$ cat config.mk
export PLATFORM = sky130hd
export DESIGN_NAME = wst_timer
export DESIGN_NICKNAME = d
export VERILOG_FILES = /design/src/inc/wst_pkg.sv /design/src/design/wst_pause_mem.sv /design/src/design/wst_timer.sv
export VERILOG_INCLUDE_DIRS = /design/src /design/src/inc
export SDC_FILE = /design/constraint.sdc
export NUM_CORES = 1
export LEC_CHECK = 0
export BUFFER_PORTS_ARGS = -buffer_cell sky130_fd_sc_hd__buf_2
export CAP_MARGIN = 20
export CELL_PAD_IN_SITES_DETAIL_PLACEMENT = 0
export CELL_PAD_IN_SITES_GLOBAL_PLACEMENT = 2
export CORE_MARGIN = 3
export CORE_UTILIZATION = 48
export CTS_BUF_LIST = sky130_fd_sc_hd__clkbuf_8 sky130_fd_sc_hd__clkbuf_16
export DETAILED_ROUTE_END_ITERATION = 12
export PLACE_DENSITY = 0.89
export SLEW_MARGIN = 25
export SYNTH_ARGS = -nofsm -noshare
export SYNTH_HDL_FRONTEND = slang
export SYNTH_SLANG_ARGS = --single-unit
$ cat constraint.sdc
create_clock -name mclk_in -period 5.6 [get_ports mclk_in]
set_input_delay 1.12 -clock mclk_in [delete_from_list [all_inputs] [get_ports mclk_in]]
set_output_delay 1.12 -clock mclk_in [all_outputs]
set_load 0.005 [all_outputs]
$ cat src/inc/wst_defines.svh
// Purpose: constants of the weekly schedule timer
// Assumes: 32-bit classic Wishbone register bus, byte addresses
// Notes: times are minutes of the day, 0 to 1439
`ifndef WST_DEFINES_SVH
`define WST_DEFINES_SVH
`define WST_NUM_TIMERS 4
`define WST_NUM_PAUSE 20
`define WST_PAUSE_AW 5
`define WST_PAUSE_W 16
`define WST_TIME_W 11
`define WST_MODE_RUN_BIT 0
`define WST_MODE_FLAG_BIT 1
`define WST_ADR_CTRL 8'h00
`define WST_ADR_STATUS 8'h04
`define WST_TIMER_REGION 2'h1
`define WST_FLD_MODE 2'h0
`define WST_FLD_START 2'h1
`define WST_FLD_END 2'h2
`define WST_FLD_MASK 2'h3
`define WST_PE_EN_BIT 15
`define WST_PE_FMT_BIT 13
`define WST_PE_MON_HI 11
`define WST_PE_MON_LO 8
`define WST_PE_DAY_HI 7
`define WST_PE_DAY_LO 3
`define WST_PE_WD_HI 2
`define WST_PE_WD_LO 0
`define WST_WEEK_FINAL 5'h05
`define WST_SUNDAY 3'h6
`define WST_RST_MODE 2'h0
`define WST_RST_TIME 11'h000
`define WST_RST_MASK 7'h00
`define WST_RST_CTRL 4'h0
`endif

$ cat src/inc/wst_pkg.sv
// Purpose: types of the weekly schedule timer
// Assumes: wst_defines.svh gives the widths
// Notes: none
`include "wst_defines.svh"
package wst_pkg;
  typedef logic [`WST_TIME_W-1:0] wst_time_t;
  typedef logic [1:0] wst_mode_t;
  typedef enum logic [1:0] {WST_IDLE, WST_ADDR, WST_CMP, WST_DONE} wst_state_t;
endpackage

$ cat src/design/wst_pause_mem.sv
// Purpose: storage of the yearly pause dates
// Assumes: one write port, one read port with registered data
// Notes: array itself is cleared by reset
`timescale 1ns/10ps
`default_nettype none
`include "wst_defines.svh"
module wst_pause_mem #(
  parameter int WIDTH = `WST_PAUSE_W,
  parameter int DEPTH = `WST_NUM_PAUSE,
  parameter int AW = `WST_PAUSE_AW
) (
  input wire logic mclk_in,
  input wire logic rst_n_in,
  input wire logic wr_en_in,
  input wire logic [AW-1:0] wr_addr_in,
  input wire logic [WIDTH-1:0] wr_data_in,
  input wire logic [AW-1:0] rd_addr_in,
  output logic [WIDTH-1:0] rd_data_out
);
  logic [WIDTH-1:0] mem_reg [DEPTH];

  // cleared so unwritten entries never match a date
  always_ff @(posedge mclk_in or negedge rst_n_in) begin
    if (!rst_n_in) begin
      for (int i = 0; i < DEPTH; i++) begin
        mem_reg[i] <= '0;
      end
    end else if (wr_en_in && (32'(wr_addr_in) < DEPTH)) begin
      mem_reg[wr_addr_in] <= wr_data_in;
    end
  end

  always_ff @(posedge mclk_in or negedge rst_n_in) begin
    if (!rst_n_in) begin
      rd_data_out <= '0;
    end else if (32'(rd_addr_in) < DEPTH) begin
      rd_data_out <= mem_reg[rd_addr_in];
    end else begin
      rd_data_out <= '0;
    end
  end
endmodule // wst_pause_mem
`default_nettype wire

$ cat src/design/wst_timer.sv
// Purpose: weekly schedule unit, four timers against the real-time clock
// Assumes: 10 MHz mclk_in, clock and terminal inputs asynchronous
// Notes: outputs change at the end of an evaluation pass, or clear while the clock is disabled
// How it works
// - four timers each have a mode 0 to 3, and mode 0 turns a timer off.
// - mode 1 asks for motor running in the window and raises no flag.
// - mode 2 raises the timer's flags in the window with no run command.
// - mode 3 asks for running and raises the flags in the window.
// - the common active flag is high whenever any timer flag is high.
// - each of the four timers has its own active flag output.
// - four inputs enable the timers one by one and one input cancels all.
// - timers are evaluated only while the clock is enabled.
// - start before end gives a window from start to end on a start day.
// - start not before end runs from start to end time of the next day.
// - a seven-bit mask, Monday at bit 0, marks the start days.
// - twenty yearly pause dates are shared by all timers.
// - on an enabled pause date every timer output is held off.
//
// The register offsets and the Wishbone slave port were left to the implementer.
`timescale 1ns/10ps
`default_nettype none
`include "wst_defines.svh"
module wst_timer #(
  parameter int NUM_PAUSE = `WST_NUM_PAUSE
) (
  input wire logic mclk_in,
  input wire logic rst_n_in,
  input wire logic wb_cyc_in,
  input wire logic wb_stb_in,
  input wire logic wb_we_in,
  input wire logic [7:0] wb_adr_in,
  input wire logic [3:0] wb_sel_in,
  input wire logic [31:0] wb_dat_in,
  output logic [31:0] wb_dat_out,
  output logic wb_ack_out,
  input wire logic rtc_enable_in,
  input wire wst_pkg::wst_time_t rtc_minute_of_day_in,
  input wire logic [2:0] rtc_weekday_in,
  input wire logic [3:0] rtc_month_in,
  input wire logic [4:0] rtc_day_in,
  input wire logic timer_one_enable_input_in,
  input wire logic timer_two_enable_input_in,
  input wire logic timer_three_enable_input_in,
  input wire logic timer_four_enable_input_in,
  input wire logic schedule_cancel_input_in,
  output logic motor_run_request_out,
  output logic schedule_active_flag_out,
  output logic timer_one_active_flag_out,
  output logic timer_two_active_flag_out,
  output logic timer_three_active_flag_out,
  output logic timer_four_active_flag_out
);
  import wst_pkg::*;
  localparam int NT = `WST_NUM_TIMERS;
  localparam int PW = 29;

  ////////////////////////////////////////////////////////////////////////////
  // input synchronisers
  logic [PW-1:0] pin_s1_reg, pin_s2_reg;
  always_ff @(posedge mclk_in or negedge rst_n_in) begin
    if (!rst_n_in) begin
      pin_s1_reg <= '0;
      pin_s2_reg <= '0;
    end else begin
      pin_s1_reg <= {rtc_enable_in, rtc_minute_of_day_in, rtc_weekday_in,
        rtc_month_in, rtc_day_in, timer_four_enable_input_in,
        timer_three_enable_input_in, timer_two_enable_input_in,
        timer_one_enable_input_in, schedule_cancel_input_in};
      pin_s2_reg <= pin_s1_reg;
    end
  end
  logic rtc_en, cancel;
  wst_time_t now;
  logic [2:0] wd;
  logic [3:0] month, en_in;
  logic [4:0] day;
  assign {rtc_en, now, wd, month, day, en_in, cancel} = pin_s2_reg;

  ////////////////////////////////////////////////////////////////////////////
  // register file and bus slave state
  wst_mode_t mode_reg [NT], mode_next [NT];
  wst_time_t start_reg [NT], start_next [NT], end_reg [NT], end_next [NT];
  logic [6:0] mask_reg [NT], mask_next [NT];
  logic [3:0] ctrl_reg, ctrl_next;
  logic ack_reg, ack_next, rd_pend_reg, rd_pend_next;
  logic [31:0] dat_reg, dat_next;
  logic dirty_reg, dirty_next;
  logic [`WST_PAUSE_W-1:0] pause_rdata;
  logic [`WST_PAUSE_AW-1:0] mem_raddr;
  logic mem_we;
  // scan state
  wst_state_t state_reg, state_next;
  logic [`WST_PAUSE_AW-1:0] idx_reg, idx_next;
  logic hit_reg, hit_next, paused_reg, paused_next, run_reg, run_next;
  logic [NT-1:0] flag_reg, flag_next;
  wst_time_t last_min_reg, last_min_next;
  logic [4:0] last_in_reg, last_in_next;
  logic [NT-1:0] act;

  logic wb_req, tmr_sel, pause_sel, full_sel, rd_go, start_scan;
  logic [1:0] tsel, fsel;
  logic [`WST_PAUSE_AW-1:0] pidx;
  assign wb_req = wb_cyc_in && wb_stb_in && !ack_reg && !rd_pend_reg;
  assign tsel = wb_adr_in[5:4];
  assign fsel = wb_adr_in[3:2];
  assign pidx = wb_adr_in[6:2];
  assign tmr_sel = (wb_adr_in[7:6] == `WST_TIMER_REGION);
  assign pause_sel = wb_adr_in[7] && (32'(pidx) < NUM_PAUSE);
  assign full_sel = (wb_sel_in[1:0] == 2'h3);
  assign rd_go = wb_req && !wb_we_in && pause_sel && (state_reg == WST_IDLE);
  assign mem_we = wb_req && wb_we_in && pause_sel && full_sel;
  assign mem_raddr = (state_reg == WST_ADDR) ? idx_reg : pidx;

  always_comb begin
    for (int i = 0; i < NT; i++) begin
      mode_next[i] = mode_reg[i];
      start_next[i] = start_reg[i];
      end_next[i] = end_reg[i];
      mask_next[i] = mask_reg[i];
    end
    ctrl_next = ctrl_reg;
    ack_next = 1'b0;
    rd_pend_next = 1'b0;
    dat_next = dat_reg;
    dirty_next = dirty_reg && !start_scan;
    if (rd_pend_reg) begin
      ack_next = 1'b1;
      dat_next = {16'h0000, pause_rdata};
    end else if (rd_go) begin
      rd_pend_next = 1'b1;
    end else if (wb_req && !(pause_sel && !wb_we_in)) begin
      ack_next = 1'b1;
      dat_next = 32'h0000_0000;
      if (wb_we_in && full_sel) begin
        if (wb_adr_in == `WST_ADR_CTRL) begin
          ctrl_next = wb_dat_in[3:0];
          dirty_next = 1'b1;
        end else if (tmr_sel) begin
          dirty_next = 1'b1;
          case (fsel)
            `WST_FLD_MODE: mode_next[tsel] = wb_dat_in[1:0];
            `WST_FLD_START: start_next[tsel] = wb_dat_in[10:0];
            `WST_FLD_END: end_next[tsel] = wb_dat_in[10:0];
            default: mask_next[tsel] = wb_dat_in[6:0];
          endcase
        end else if (pause_sel) begin
          dirty_next = 1'b1;
        end
      end else if (!wb_we_in) begin
        if (wb_adr_in == `WST_ADR_CTRL) begin
          dat_next = {28'h0000000, ctrl_reg};
        end else if (wb_adr_in == `WST_ADR_STATUS) begin
          dat_next = {24'h000000, rtc_en, (state_reg != WST_IDLE),
            paused_reg, run_reg, flag_reg};
        end else if (tmr_sel) begin
          case (fsel)
            `WST_FLD_MODE: dat_next = {30'h0, mode_reg[tsel]};
            `WST_FLD_START: dat_next = {21'h0, start_reg[tsel]};
            `WST_FLD_END: dat_next = {21'h0, end_reg[tsel]};
            default: dat_next = {25'h0, mask_reg[tsel]};
          endcase
        end
      end
    end
  end

  always_ff @(posedge mclk_in or negedge rst_n_in) begin
    if (!rst_n_in) begin
      for (int i = 0; i < NT; i++) begin
        mode_reg[i] <= `WST_RST_MODE;
        start_reg[i] <= `WST_RST_TIME;
        end_reg[i] <= `WST_RST_TIME;
        mask_reg[i] <= `WST_RST_MASK;
      end
      ctrl_reg <= `WST_RST_CTRL;
      ack_reg <= 1'b0;
      rd_pend_reg <= 1'b0;
      dat_reg <= 32'h0000_0000;
      dirty_reg <= 1'b0;
    end else begin
      mode_reg <= mode_next;
      start_reg <= start_next;
      end_reg <= end_next;
      mask_reg <= mask_next;
      ctrl_reg <= ctrl_next;
      ack_reg <= ack_next;
      rd_pend_reg <= rd_pend_next;
      dat_reg <= dat_next;
      dirty_reg <= dirty_next;
    end
  end
  assign wb_ack_out = ack_reg;
  assign wb_dat_out = dat_reg;

  wst_pause_mem #(.DEPTH(NUM_PAUSE)) u_pause_mem (
    .mclk_in(mclk_in),
    .rst_n_in(rst_n_in),
    .wr_en_in(mem_we),
    .wr_addr_in(pidx),
    .wr_data_in(wb_dat_in[15:0]),
    .rd_addr_in(mem_raddr),
    .rd_data_out(pause_rdata)
  );

  ////////////////////////////////////////////////////////////////////////////
  // window of each timer
  logic [2:0] prev_wd;
  assign prev_wd = (wd == 3'h0) ? `WST_SUNDAY : wd - 3'h1;
  for (genvar g = 0; g < NT; g++) begin : g_win
    logic [7:0] m;
    logic after_start, before_end, win, gate;
    assign m = {1'b0, mask_reg[g]};
    assign after_start = (now >= start_reg[g]);
    assign before_end = (now < end_reg[g]);
    assign win = (start_reg[g] < end_reg[g]) ?
      (m[wd] && after_start && before_end) :
      ((m[wd] && after_start) || (m[prev_wd] && before_end));
    assign gate = !cancel && (!ctrl_reg[g] || en_in[g]);
    assign act[g] = win && gate && (mode_reg[g] != `WST_RST_MODE);
  end

  ////////////////////////////////////////////////////////////////////////////
  // pause date match
  function automatic logic pause_match(input logic [15:0] e);
    logic [4:0] wk, dim;
    wk = (day <= 5'd7) ? 5'd1 : (day <= 5'd14) ? 5'd2 :
      (day <= 5'd21) ? 5'd3 : (day <= 5'd28) ? 5'd4 : `WST_WEEK_FINAL;
    case (month)
      4'h2: dim = 5'd28;
      4'h4, 4'h6, 4'h9, 4'hb: dim = 5'd30;
      default: dim = 5'd31;
    endcase
    if (!e[`WST_PE_EN_BIT] ||
        e[`WST_PE_MON_HI:`WST_PE_MON_LO] != month) begin
      pause_match = 1'b0;
    end else if (e[`WST_PE_FMT_BIT]) begin
      pause_match = (e[`WST_PE_DAY_HI:`WST_PE_DAY_LO] == day);
    end else if (e[`WST_PE_WD_HI:`WST_PE_WD_LO] != wd) begin
      pause_match = 1'b0;
    end else if (e[`WST_PE_DAY_HI:`WST_PE_DAY_LO] == `WST_WEEK_FINAL) begin
      pause_match = (6'(day) + 6'd7 > 6'(dim));
    end else begin
      pause_match = (e[`WST_PE_DAY_HI:`WST_PE_DAY_LO] == wk);
    end
  endfunction

  ////////////////////////////////////////////////////////////////////////////
  // evaluation pass
  logic trigger;
  assign trigger = rtc_en && (now != last_min_reg || dirty_reg ||
    {en_in, cancel} != last_in_reg);
  assign start_scan = (state_reg == WST_IDLE) && trigger && !rd_go &&
    !rd_pend_reg;

  always_comb begin
    state_next = state_reg;
    idx_next = idx_reg;
    hit_next = hit_reg;
    paused_next = paused_reg;
    flag_next = flag_reg;
    run_next = run_reg;
    last_min_next = last_min_reg;
    last_in_next = last_in_reg;
    case (state_reg)
      WST_IDLE: begin
        if (!rtc_en) begin
          flag_next = '0;
          run_next = 1'b0;
        end else if (start_scan) begin
          last_min_next = now;
          last_in_next = {en_in, cancel};
          idx_next = '0;
          hit_next = 1'b0;
          state_next = WST_ADDR;
        end
      end
      WST_ADDR: state_next = WST_CMP;
      WST_CMP: begin
        if (pause_match(pause_rdata)) begin
          hit_next = 1'b1;
        end
        if (32'(idx_reg) == NUM_PAUSE - 1) begin
          state_next = WST_DONE;
        end else begin
          idx_next = idx_reg + 5'h01;
          state_next = WST_ADDR;
        end
      end
      WST_DONE: begin
        paused_next = hit_reg;
        for (int i = 0; i < NT; i++) begin
          flag_next[i] = !hit_reg && act[i] &&
            mode_reg[i][`WST_MODE_FLAG_BIT];
        end
        run_next = 1'b0;
        for (int i = 0; i < NT; i++) begin
          if (!hit_reg && act[i] && mode_reg[i][`WST_MODE_RUN_BIT]) begin
            run_next = 1'b1;
          end
        end
        state_next = WST_IDLE;
      end
      default: state_next = WST_IDLE;
    endcase
  end

  always_ff @(posedge mclk_in or negedge rst_n_in) begin
    if (!rst_n_in) begin
      state_reg <= WST_IDLE;
      idx_reg <= '0;
      hit_reg <= 1'b0;
      paused_reg <= 1'b0;
      flag_reg <= '0;
      run_reg <= 1'b0;
      last_min_reg <= `WST_RST_TIME;
      last_in_reg <= 5'h00;
    end else begin
      state_reg <= state_next;
      idx_reg <= idx_next;
      hit_reg <= hit_next;
      paused_reg <= paused_next;
      flag_reg <= flag_next;
      run_reg <= run_next;
      last_min_reg <= last_min_next;
      last_in_reg <= last_in_next;
    end
  end

  assign motor_run_request_out = run_reg;
  assign schedule_active_flag_out = |flag_reg;
  assign {timer_four_active_flag_out, timer_three_active_flag_out,
    timer_two_active_flag_out, timer_one_active_flag_out} = flag_reg;

  ////////////////////////////////////////////////////////////////////////////
  // checks
  logic done;
  assign done = (state_reg == WST_DONE);
  AST_MODE0_OFF: assert property (@(posedge mclk_in) disable iff (!rst_n_in)
    done && mode_reg[0] == 2'h0 |=> !flag_reg[0])
    else $error("disabled timer raised its flag");
  AST_MODE1_NOFLAG: assert property (@(posedge mclk_in)
    disable iff (!rst_n_in)
    done && mode_reg[0] == 2'h1 |=>
    !flag_reg[0] && (run_reg || !$past(act[0] && !hit_reg)))
    else $error("mode 1 timer misbehaved");
  AST_MODE2_FLAG: assert property (@(posedge mclk_in) disable iff (!rst_n_in)
    done && mode_reg[0] == 2'h2 && act[0] && !hit_reg |=> flag_reg[0])
    else $error("mode 2 timer gave no flag");
  AST_MODE3_BOTH: assert property (@(posedge mclk_in) disable iff (!rst_n_in)
    done && mode_reg[0] == 2'h3 && act[0] && !hit_reg |=> flag_reg[0] && run_reg)
    else $error("mode 3 timer missed run or flag");
  AST_COMMON_FLAG: assert property (@(posedge mclk_in) disable iff (!rst_n_in)
    schedule_active_flag_out == (timer_one_active_flag_out ||
    timer_two_active_flag_out || timer_three_active_flag_out ||
    timer_four_active_flag_out))
    else $error("common flag disagrees with timer flags");
  AST_CANCEL: assert property (@(posedge mclk_in) disable iff (!rst_n_in)
    done && cancel |=> flag_reg == 4'h0 && !run_reg)
    else $error("cancel did not stop the timers");
  AST_RTC_OFF: assert property (@(posedge mclk_in) disable iff (!rst_n_in)
    state_reg == WST_IDLE && !rtc_en |=> flag_reg == 4'h0 && !run_reg)
    else $error("outputs active with clock disabled");
  AST_PAUSE: assert property (@(posedge mclk_in) disable iff (!rst_n_in)
    done && hit_reg |=> flag_reg == 4'h0 && !run_reg && paused_reg)
    else $error("pause date did not hold timers off");
  AST_MINUTE: assert property (@(posedge mclk_in) disable iff (!rst_n_in)
    start_scan |=> ##[1:45] done)
    else $error("evaluation pass did not finish");
endmodule // wst_timer
`default_nettype wire

==> summary.md <==
| Metric | Value |
|---|---|
| Outcome | `finished clean` |
| Clock Pin Slew Worst Setup and Hold Paths | `0.06 ns` |
| H-tree Lvls | `2` |
| Total wire length | `74000 um` |
| Initial antenna violation count | `3` |
| Gate Count Post-Synth | `2165` |
| Distinct cells, synth | `72` |
| Worst-Margin Slew | `1.09 ns` |
| CTS Sinks | `571` |
| #FFs+latches synth | `571` |
| Synth Area in Adders | `0.0580` |
| Xor-xnor portion of the synthesized cell area | `0.0100` |
| Die area | `0.0631 mm^2` |
| GPL Wtd Cong | `0.900` |
| Fin crit share | `0.694` |
| Pwr Total | `9.93 mW` |
| Area growth, synth to finish | `11.2%` |
| FMAX | `257 MHz` |
| YS warnings | `0` |
| Clk_skew | `0.0415 ns` |
| Std cell rows | `89` |
| Final Critical Period | `3.88 ns` |
| Leading cell type in the layout, fill and taps excluded | `dfrtp_1` |
| Setup bufs post-CTS | `0` |
| Routed vias | `18000` |
| Initial Utilization | `0.487` |
| Dpl cells | `2925` |
| DR iter-0 viols | `1198` |
| Via-per-instance ratio | `5.92` |
| CP cell instances | `nor3_2, nand4_1, nor2_2, nand2_1, nor2_2, buf_4, mux2_2` |
| PD cells | `309 mW/mm^2` |
| First-pass GRT wire length | `114000 um` |
| Startpoint types | `flop` |
| Overall routing resource usage | `0.237` |
| Max reg flops | `320` |
| Clk_lat worst skew | `0.64 ns` |
| Die height | `251 um` |
| CTS tree | `built` |
| Crit-path most repeated cell | `nor2_2` |
| Post-Syn Area | `0.0289 mm^2` |
| Crit-path slowest cell | `dfrtp_1` |
| Ant diodes | `0` |
| Cell-internal power | `7.34 mW` |
| Mux share of post-synthesis cell area | `0.285` |
| Crit-path max FO | `24` |
| Sequential-to-total area share from yosys stat | `0.495` |
| Switch Pwr | `2.59 mW` |
| Main combinational cell family by area after synthesis | `multiplexers` |
| Dpl cell area | `0.0299 mm^2` |
| Synth Area in Simple Gates | `0.0446` |
| Core ar. | `0.0592 mm^2` |
| Grt ovf | `0` |
| DR pass1 iterations | `5` |
| CTS Buffer Depth | `3` |
| MaxCap Viol Count | `0` |
| Clock power share | `0.430` |
| Worst path required time | `6.11 ns` |
| Hold Path Class | `flop to flop` |
| Post-CTS resize count | `0` |
| Commonest cells after routing, fill and taps aside | `dfrtp_1, mux2_2, ha_1` |
| Die X | `251 um` |
| Share of synthesized registers carrying an async set or reset | `1.00` |
| Post-Route Setup TNS | `0 ns` |
| Crit Path Class | `flop to flop` |
| Synth Area in Compound Gates | `0.0660` |
| Setup Viol. Count Final | `0` |
| # IOs | `117` |
| Fin nets | `2425` |
| Cts hold-fix bufs | `0` |
| Post-synth EDFFs | `0` |
| DR WL/cell | `24.3 um` |
| Post-synth top flop | `dfrtp_1` |
| CP endpoint kind | `flop` |
| Crit path largest cell delay | `0.71 ns` |
| RSZ-0062 raised after global routing | `no` |
| Largest net degree at the start of global routing | `153` |
| Mean post-synth cell area | `13.3 um^2` |
| Leakage | `15.3 nW` |
| CP Data Arrival Time | `4.40 ns` |
| CTS buffer count | `60` |
| DR DRC count | `0` |
| Proportion of layout cells with a drive suffix above 1 | `0.372` |
| Final core occ | `0.542` |
| Fillers | `4884` |
| Final hold violation count | `0` |
| Root buffer selected by CTS | `clkbuf_16` |
| Post-DRT Antenna Nets | `0` |
| Slew Viols, Final | `0` |
| Switching fraction of total power | `0.261` |
| Vias in the first global route | `19000` |
| IO buf count | `82` |
| Headroom to the max-slew limit | `0.270` |
| Logic pwr share | `0.120` |
| Peak VDD IR | `0.000278 V` |
| Flop pwr share | `0.450` |
| Detailed placement HPWL | `50600 um` |
| Post-Layout Cell Count | `3039` |
| Final instance area | `0.0321 mm^2` |
[cell type report]
class | instances | area, um^2 | area share
Clock buffer | 70 | 1640 | 0.0511
Clock inverter | 44 | 522 | 0.0163
Inverter | 116 | 435 | 0.0136
Multi-Input combinational cell | 1345 | 13500 | 0.420
Sequential cell | 571 | 14300 | 0.445
Tap cell | 773 | 967 | 0.0301
Timing Repair Buffer | 120 | 768 | 0.0239
[power groups by stage]
stage               logic, mW  clock network (mW)  registers (mW)
floorplan               0.836                   0            4.46
CTS                      1.22                4.36            4.47
global route             1.31                4.54            4.48
global placement         1.19                   0            4.53
finish                   1.20                4.27            4.47
detailed placement       1.21                   0            4.54
[cell usage after synthesis, types with 27 or more instances]
| master | count | share of area |
|---|---|---|
| mux4_2 | 118 | 0.092 |
| ha_1 | 133 | 0.058 |
| mux2_2 | 464 | 0.18 |
| clkbuf_1 | 74 | 0.0096 |
| a21oi_1 | 66 | 0.011 |
| buf_4 | 38 | 0.0099 |
| nor2_1 | 58 | 0.0075 |
| o22ai_1 | 27 | 0.0059 |
| nand2_1 | 77 | 0.010 |
| xor2_1 | 30 | 0.0091 |
| inv_1 | 116 | 0.015 |
| o21ai_0 | 60 | 0.010 |
| dfrtp_1 | 571 | 0.50 |
| mux2i_1 | 27 | 0.0094 |
[critical path, delay by kind of cell (launching register included)]
kind,cells,cell delay (ns)
simple gates,5,2.33
flops,1,0.71
mux,1,0.36
buf+inv,1,0.33
[metrics by stage]
step                hold WS (ns)  worst slack [ns]
floorplan                  0.331              2.53
global placement           0.337              1.36
detailed placement         0.335              1.31
CTS                        0.344              1.77
global route               0.353              1.62
finish                     0.342              1.72
[kinds of logic after synthesis]
group / Yosys count
compound gates: 290
other cells: 1
fa+ha+maj: 134
xor+xnor: 33
mux: 614
flops: 571
buf+inv: 264
simple gates: 258
[final timing paths]
path	startpoint	endpoint	slack (ns)	depth (start not counted)
worst min register to register	pin_s1_reg[11]$_DFF_PN0_	pin_s2_reg[11]$_DFF_PN0_	0.34	0
worst min-delay path	pin_s1_reg[11]$_DFF_PN0_	pin_s2_reg[11]$_DFF_PN0_	0.34	0
max in group asynchronous	rst_n_in	u_pause_mem.mem_reg[305]$_DFFE_PN0P_	3.70	2
worst max-delay path	rd_pend_reg$_DFF_PN0_	u_pause_mem.mem_reg[212]$_DFFE_PN0P_	1.72	7
worst max register to register	rd_pend_reg$_DFF_PN0_	u_pause_mem.mem_reg[212]$_DFFE_PN0P_	1.72	7
min in group asynchronous	rst_n_in	end_reg[35]$_DFFE_PN0P_	0.54	1
[metal layers]
metal / vias up / wire length, um / global-route usage
li1: 7996 / - / -
met1: 9424 / 31600 / 0.320
met2: 436 / 36300 / 0.401
met3: 129 / 3500 / 0.0310
met4: 4 / 2540 / 0.0807
met5: - / 34 / 0
(Power assumes the default switching activity.)
